<file path="src/pkg/pscr_pkg.sv">
// shared constants and types for the paged diode and calibration window
package pscr_pkg;
    localparam logic [7:0] APP_MAIN           = 8'h03;
    localparam logic [7:0] PAGE_DIODE_FIRST   = 8'h17;
    localparam logic [7:0] PAGE_DIODE_SECOND  = 8'h18;
    localparam logic [7:0] PAGE_CALIBRATION   = 8'h19;

    localparam logic [7:0] DIODE_ENABLE_MASK_START   = 8'h24;
    localparam logic [7:0] DIODE_ENABLE_MASK_END     = 8'h41;
    localparam logic [7:0] CHANNEL_SELECT_MASK_START = 8'h42;
    localparam logic [7:0] CHANNEL_SELECT_MASK_END   = 8'h8c;
    localparam logic [7:0] MASK_HORIZONTAL_SHIFT     = 8'h8d;
    localparam logic [7:0] MASK_VERTICAL_SHIFT       = 8'h8e;
    localparam logic [7:0] MASK_HORIZONTAL_EXTENT    = 8'h8f;
    localparam logic [7:0] MASK_VERTICAL_EXTENT      = 8'h90;
    localparam logic [7:0] CALIBRATION_BLOCK_START   = 8'h24;
    localparam logic [7:0] CALIBRATION_RESULT_COPY   = 8'hdc;
    localparam logic [7:0] CALIBRATION_BLOCK_END     = 8'hdf;

    localparam int DIODE_BYTES = 109;
    localparam int CAL_BYTES   = 188;
    localparam logic [7:0] BYTE_RESET = 8'h00;
    localparam logic [7:0] READ_IDLE  = 8'h00;

    // one register access from the serial slave front end
    typedef struct packed {
        logic [7:0] addr;
        logic [7:0] wdata;
        logic       wr;
        logic       rd;
    } pscr_access_t;

    // page decode result
    typedef struct packed {
        logic diode_first;
        logic diode_second;
        logic calibration;
        logic diode_range;
        logic cal_range;
    } pscr_hit_t;

    // mask placement handed to the measurement engine
    typedef struct packed {
        logic [7:0] x_shift;
        logic [7:0] y_shift;
        logic [7:0] x_extent;
        logic [7:0] y_extent;
    } pscr_geom_t;
endpackage : pscr_pkg

</file>
<file path="src/rtl/pscr_page_decode.sv">
// page and offset decode for the paged window
`timescale 1ns/1ns
module pscr_page_decode
    import pscr_pkg::*;
(
    input  wire logic [7:0] app_id,
    input  wire logic [7:0] page_sel,
    input  wire logic       mux_variant,
    input  wire logic [7:0] addr,
    output pscr_hit_t       hit
);
    wire app_ok = (app_id == APP_MAIN);

    assign hit.diode_first  = app_ok && (page_sel == PAGE_DIODE_FIRST);
    // second page only exists on the multiplexing variant
    assign hit.diode_second = app_ok && mux_variant
                              && (page_sel == PAGE_DIODE_SECOND);
    assign hit.calibration  = app_ok && (page_sel == PAGE_CALIBRATION);
    assign hit.diode_range  = (addr >= DIODE_ENABLE_MASK_START)
                              && (addr <= MASK_VERTICAL_EXTENT);
    assign hit.cal_range    = (addr >= CALIBRATION_BLOCK_START)
                              && (addr <= CALIBRATION_BLOCK_END);
endmodule : pscr_page_decode

</file>
<file path="src/rtl/pscr_regs.sv">
// paged diode configuration and factory calibration register window
// What this block does
// - pages open only with app 0x03; 0x17/0x18 diode, 0x19 calibration
// - page 0x17 holds 3x3 or first multiplexed 4x4 measurement mask
// - page 0x18 exists only on multiplexing variant, second measurement
// - highest-zone mode refuses diode page writes and posts a warning
// - enable mask bytes 0x24 to 0x41, read/write, reset zero
// - channel select bytes 0x42 to 0x8c, read/write, reset zero
// - x/y shifts at 0x8d/0x8e are signed, twice the diode offset
// - calibration page bytes 0x24 to 0xdf, read/write, reset zero
// - byte 0xdc copies calibration status; zero means success
`timescale 1ns/1ns
module pscr_regs
    import pscr_pkg::*;
(
    input  wire logic         clk,
    input  wire logic         reset_n,
    input  wire logic [7:0]   app_id,
    input  wire logic [7:0]   page_sel,
    input  wire logic         mux_variant,
    input  wire logic         max_zone_mode,
    input  pscr_access_t      acc,
    output logic [7:0]        rdata,
    output logic              rvalid,
    input  wire logic [7:0]   cal_status,
    input  wire logic         cal_capture,
    output logic              store_warning,
    output pscr_geom_t        geom_first,
    output pscr_geom_t        geom_second,
    output logic [7:0]        cal_result
);
    logic       rst_meta;
    logic       rst_n_q;
    logic [7:0] diode_mem [2][DIODE_BYTES];
    logic [7:0] cal_mem [CAL_BYTES];
    pscr_hit_t  hit;

    always_ff @(posedge clk or negedge reset_n) begin
        if (!reset_n) begin
            rst_meta <= 1'b0;
            rst_n_q  <= 1'b0;
        end else begin
            rst_meta <= 1'b1;
            rst_n_q  <= rst_meta;
        end
    end

    function automatic logic [6:0] diode_idx(input logic [7:0] a);
        logic [7:0] d;
        d = a - DIODE_ENABLE_MASK_START;
        return d[6:0];
    endfunction : diode_idx

    function automatic logic [7:0] cal_idx(input logic [7:0] a);
        return a - CALIBRATION_BLOCK_START;
    endfunction : cal_idx

    pscr_page_decode u_decode (
        .app_id      (app_id),
        .page_sel    (page_sel),
        .mux_variant (mux_variant),
        .addr        (acc.addr),
        .hit         (hit)
    );

    wire        diode_page = hit.diode_first || hit.diode_second;
    wire        page_bank  = hit.diode_second;
    wire [6:0]  d_idx      = diode_idx(acc.addr);
    wire [7:0]  c_idx      = cal_idx(acc.addr);
    wire        diode_acc  = diode_page && hit.diode_range;
    wire        cal_acc    = hit.calibration && hit.cal_range;
    // refused store in highest-zone mode: storage stays as it was
    wire        diode_wr   = acc.wr && diode_acc
                             && !max_zone_mode;
    wire        refused_wr = acc.wr && diode_acc && max_zone_mode;
    wire        cal_wr     = acc.wr && cal_acc;
    wire [7:0]  copy_idx   = cal_idx(CALIBRATION_RESULT_COPY);
    wire [7:0]  next_rdata = diode_acc ? diode_mem[page_bank][d_idx]
                           : cal_acc   ? cal_mem[c_idx]
                           : READ_IDLE;

    // diode pages: 0x17 first / non-multiplexed, 0x18 second slot
    always_ff @(posedge clk or negedge rst_n_q) begin
        if (!rst_n_q) begin
            for (int p = 0; p < 2; p++) begin
                for (int i = 0; i < DIODE_BYTES; i++) begin
                    diode_mem[p][i] <= BYTE_RESET;
                end
            end
        end else if (diode_wr) begin
            diode_mem[page_bank][d_idx] <= acc.wdata;
        end
    end

    // capture beats a host write to the copy byte in the same cycle
    always_ff @(posedge clk or negedge rst_n_q) begin
        if (!rst_n_q) begin
            for (int i = 0; i < CAL_BYTES; i++) begin
                cal_mem[i] <= BYTE_RESET;
            end
        end else begin
            if (cal_wr) begin
                cal_mem[c_idx] <= acc.wdata;
            end
            if (cal_capture) begin
                cal_mem[copy_idx] <= cal_status;
            end
        end
    end

    always_ff @(posedge clk or negedge rst_n_q) begin
        if (!rst_n_q) begin
            rdata         <= READ_IDLE;
            rvalid        <= 1'b0;
            store_warning <= 1'b0;
        end else begin
            rvalid        <= acc.rd;
            store_warning <= refused_wr;
            if (acc.rd) begin
                rdata <= next_rdata;
            end
        end
    end

    // shifts pass through untouched: signed, half-diode units
    function automatic pscr_geom_t geom_of(input logic b);
        pscr_geom_t g;
        g.x_shift  = diode_mem[b][diode_idx(MASK_HORIZONTAL_SHIFT)];
        g.y_shift  = diode_mem[b][diode_idx(MASK_VERTICAL_SHIFT)];
        g.x_extent = diode_mem[b][diode_idx(MASK_HORIZONTAL_EXTENT)];
        g.y_extent = diode_mem[b][diode_idx(MASK_VERTICAL_EXTENT)];
        return g;
    endfunction : geom_of

    // always_comb, not assign: the function reads storage outside its args
    always_comb begin
        geom_first  = geom_of(1'b0);
        geom_second = geom_of(1'b1);
    end
    assign cal_result  = cal_mem[copy_idx];
endmodule : pscr_regs

</file>
<file path="config.mk">
export PLATFORM = sky130hd
export DESIGN_NAME = pscr_regs
export DESIGN_NICKNAME = d
export VERILOG_FILES = /design/src/pkg/pscr_pkg.sv /design/src/rtl/pscr_page_decode.sv /design/src/rtl/pscr_regs.sv
export SDC_FILE = /design/constraint.sdc
export NUM_CORES = 2
export LEC_CHECK = 0
export BUFFER_PORTS_ARGS = -buffer_cell sky130_fd_sc_hd__buf_4
export CORE_ASPECT_RATIO = 2
export CORE_MARGIN = 5
export CORE_UTILIZATION = 38
export DETAILED_ROUTE_END_ITERATION = 7
export REMOVE_ABC_BUFFERS = 1
export SETUP_SLACK_MARGIN = 0.5
export SYNTH_ARGS = -nofsm -noshare
export SYNTH_HDL_FRONTEND = slang
export SYNTH_SLANG_ARGS = --single-unit
export TNS_END_PERCENT = 100
</file>
<file path="constraint.sdc">
create_clock -name clk -period 107.4 [get_ports clk]
set_input_delay 10.74 -clock clk [delete_from_list [all_inputs] [get_ports clk]]
set_output_delay 10.74 -clock clk [all_outputs]
set_load 0.05 [all_outputs]
</file>
==> metrics.cfg <==
[status]
status = finished, final reports clean

[power]
sw_frac_of_total_pct = 23.9
internal_power_w = 0.00187
clkPwrFrac_pct = 44.7
power.density_nw_per_um2 = 14.9
leakagePower_nw = 79.9
power_frac_seq_pct = 50.0
ir_drop_v = 0.0000131
p_switching_w = 0.000587
comb_power_share_pct = 5.3

[critical_path]
worstSetupPathType = input pin to register
r2r_slack_ps = 100360
required_ps = 108150
cp-endpoint = rdata[6]
reg2reg_depth = 7
r2r-start = rst_n_q
worstPathArrival_ps = 17520
end_kind = register
r2r-end = cal_mem[468]
worstSetupStartpointType = input pin
crit_start = acc[12]
crit_fanout = 34

[final_layout]
fin_nets = 9857
fill_cells = 35600
syn_to_final_growth_pct = 10.6
multi_input_area_um2 = 64400
drive_gt1_share_pct = 48.2
ff_latch_area_um2 = 81600
fin_cells = 15300

[placement]
port_buffers = 128
gp_congestion = 0.888
dp_hpwl_um = 334000
dpl.cell_count = 14800

[clocking]
clk_path_buf_depth = 4
insertion_delay_ps = 920
cts_resized = 0
htreeDepth = 5
cts_setup_buffers = 0
root_buffer = clkbuf_16
path_clk_slew_ps = 70
cts_sinks = 3260
numCtsBuffers = 290
cts_tree = yes
hold_buffers = 0

[yosys]
ys_types = 86
async_reset_ff_share_pct = 100
synth-edff-count = 0
ys.flop_type = dfrtp_1
syn_avg_cell_area_um2 = 15.0
synthesis.instances = 9950
ys_warn_count = 0
ys_seq_elements = 3260
synthesis.area_um2 = 150000
ys_seq_area_share_pct = 54.5

[sta]
fin_crit_sh_pct = 15.6
hold_violations = 0
tightest_slew_ps = 1450
finalSetupViolCount = 0
rsz0062_at_grt = no
maxSlewHeadroom_pct = 2.70
final.min_clock_period_ps = 16770
maxSlewViolCount = 0
finalClockSkew_ps = 64.9
holdWs_ps = 325
setup_tns_ps = 0
clock.fmax_ghz = 0.0596

[global_route]
grt_pass1_vias = 97300
grt_max_degree = 195
grt-ovfl-total = 0
antenna_found_initial = 16
grt_pass1_wl_um = 708000
grt_usage_pct = 23.7

[run]
cap_violations = 0

[routing]
drtIter0Drc = 6602
avgRoutedWirePerCell_um = 31.9
wirelength_um = 487000
drt_pass1_iterations = 6
vias_per_cell = 5.84
num_vias = 89200
drc_errors = 0
ant_nets = 0

[floorplanning]
die_y_um = 897
ios = 129
die_x_um = 454
num_rows = 326
initial_core_util_pct = 38.0
die_area_um2 = 407000
core_area_um2 = 393000

[min_path]
min_path_type = register to asynchronous set/reset pin

[area by class of cell]
class                           count  share of cell area, %
Tap cell                         5248                   3.97
Clock inverter                     87                  0.674
Antenna cell                        8                 0.0121
Clock buffer                      419                   5.19
Multi-Input combinational cell   5875                   39.0
Sequential cell                  3260                   49.3
Inverter                            9                 0.0212
Timing Repair Buffer              368                   1.84
[cell usage after synthesis, types with 7 or more instances]
master     instances  share of area [%]
dfrtp_1         3260                 55
mux2_2          3127                 24
nand2_1          744                1.9
mux4_2           734                 11
clkbuf_1         451                1.1
mux2i_1          208                1.4
buf_2            165               0.55
buf_4            123               0.62
mux2_1           119               0.90
nor2_1           104               0.26
nand3_1           93               0.31
o22ai_1           92               0.38
a21oi_1           79               0.26
a31oi_1           61               0.26
o21ai_0           51               0.17
a22oi_1           50               0.25
buf_1             36              0.090
nor2_2            33               0.14
buf_6             30               0.23
nand2_2           29               0.12
nand4_1           27               0.11
a221oi_1          23               0.13
a211oi_1          22               0.11
nor3_1            21              0.070
nor4_1            20              0.084
o211ai_1          20               0.10
a22o_1            19               0.11
and3_1            16              0.067
nor3_2            13              0.087
a32oi_1           11              0.064
a2111oi_0          8              0.047
and4_1             8              0.047
inv_1              8              0.020
and2_1             7              0.029
nor2b_1            7              0.029
nor4_2             7              0.059
o2111ai_1          7              0.041
[power groups by stage]
stage,Combinational (W),Clock (W),Sequential [W]
floorplan,0.0000281,0,0.00128
global placement,0.000129,0,0.00125
detailed placement,0.000132,0,0.00125
CTS,0.000133,0.00112,0.00123
global route,0.000139,0.00116,0.00123
finish,0.000131,0.00110,0.00123
[critical path, cell delays in order]
cell and delay, ps:
buf_6 430, clkinv_2 720, buf_4 490, ha_1 400, xor2_4 920, buf_4 540
buf_4 480, nor2_2 180, a211oi_1 790, buf_4 230, o221ai_1 140, nor4bb_1 1050
o211ai_1 160
[kinds of logic after synthesis]
logic type / synth area share (%)
compound gates: 2.29
xor+xnor: 0.0678
fa+ha+maj: 0.0502
buf+inv: 2.65
flops: 54.5
mux: 36.9
other cells: 0.00251
simple gates: 3.50
[worst min path at each step]
| stage | startpoint | endpoint | slack [ps] | depth (start not counted) |
|---|---|---|---|---|
| after global routing | rst_meta | rst_n_q | 370 | 0 |
| final | rst_n_q | cal_mem[1040] | 330 | 0 |
| after CTS | rst_n_q | cal_mem[1100] | 360 | 0 |
| after detailed placement | rst_meta | rst_n_q | 340 | 0 |
| after floorplan | rst_meta | rst_n_q | 330 | 0 |
| after global placement | rst_meta | rst_n_q | 330 | 0 |
[layer usage]
| layer | part of all wire [%] | GRT usage, % |
|---|---|---|
| met5 | 0.0094 | 0 |
| met4 | 10 | 18.9 |
| met3 | 4.6 | 3.24 |
| met2 | 51 | 41.5 |
| met1 | 34 | 25.4 |
[sequential cells by signal, indices dropped and copies added, names as in the netlist]
register and cells:
cal_mem 1504, diode_mem 1680, store_warning 1, rvalid 1
rdata 8, geom_second 32, geom_first 32, rst_meta 1
rst_n_q 1
[per-stage QoR]
stage | util, % | power (W) | setup slack, ps | area, um^2
5_1_grt | 42.1 | 0.00253 | 90860 | 165000
2_1_floorplan | - | 0.00131 | 9800 | 146000
4_1_cts | 42.1 | 0.00248 | 90920 | 165000
6_report | 42.1 | 0.00246 | 90630 | 165000
3_3_place_gp | 39.6 | 0.00138 | 89860 | 156000
3_5_place_dp | 39.6 | 0.00138 | 89940 | 156000
[cells in the final DEF (no fill, tap or decap), types with 18 or more instances in the layout]
master,n
nor3_1,21
clkbuf_8,59
nor4_1,18
buf_4,341
nor2_1,73
a21oi_1,79
a22o_1,19
clkinv_2,49
nor2_2,43
clkbuf_16,302
nand4_1,27
o22ai_1,91
o211ai_1,20
mux4_2,734
nand3_1,92
nor2_4,23
a221oi_1,23
nand2_1,738
a22oi_1,50
nand2_2,34
clkbuf_1,58
mux2_2,3127
dfrtp_1,3259
mux2i_1,208
mux2_1,119
o21ai_0,51
a211oi_1,21
bufinv_16,25
a31oi_1,61
Note: power is estimated with default switching activity, not from simulation.
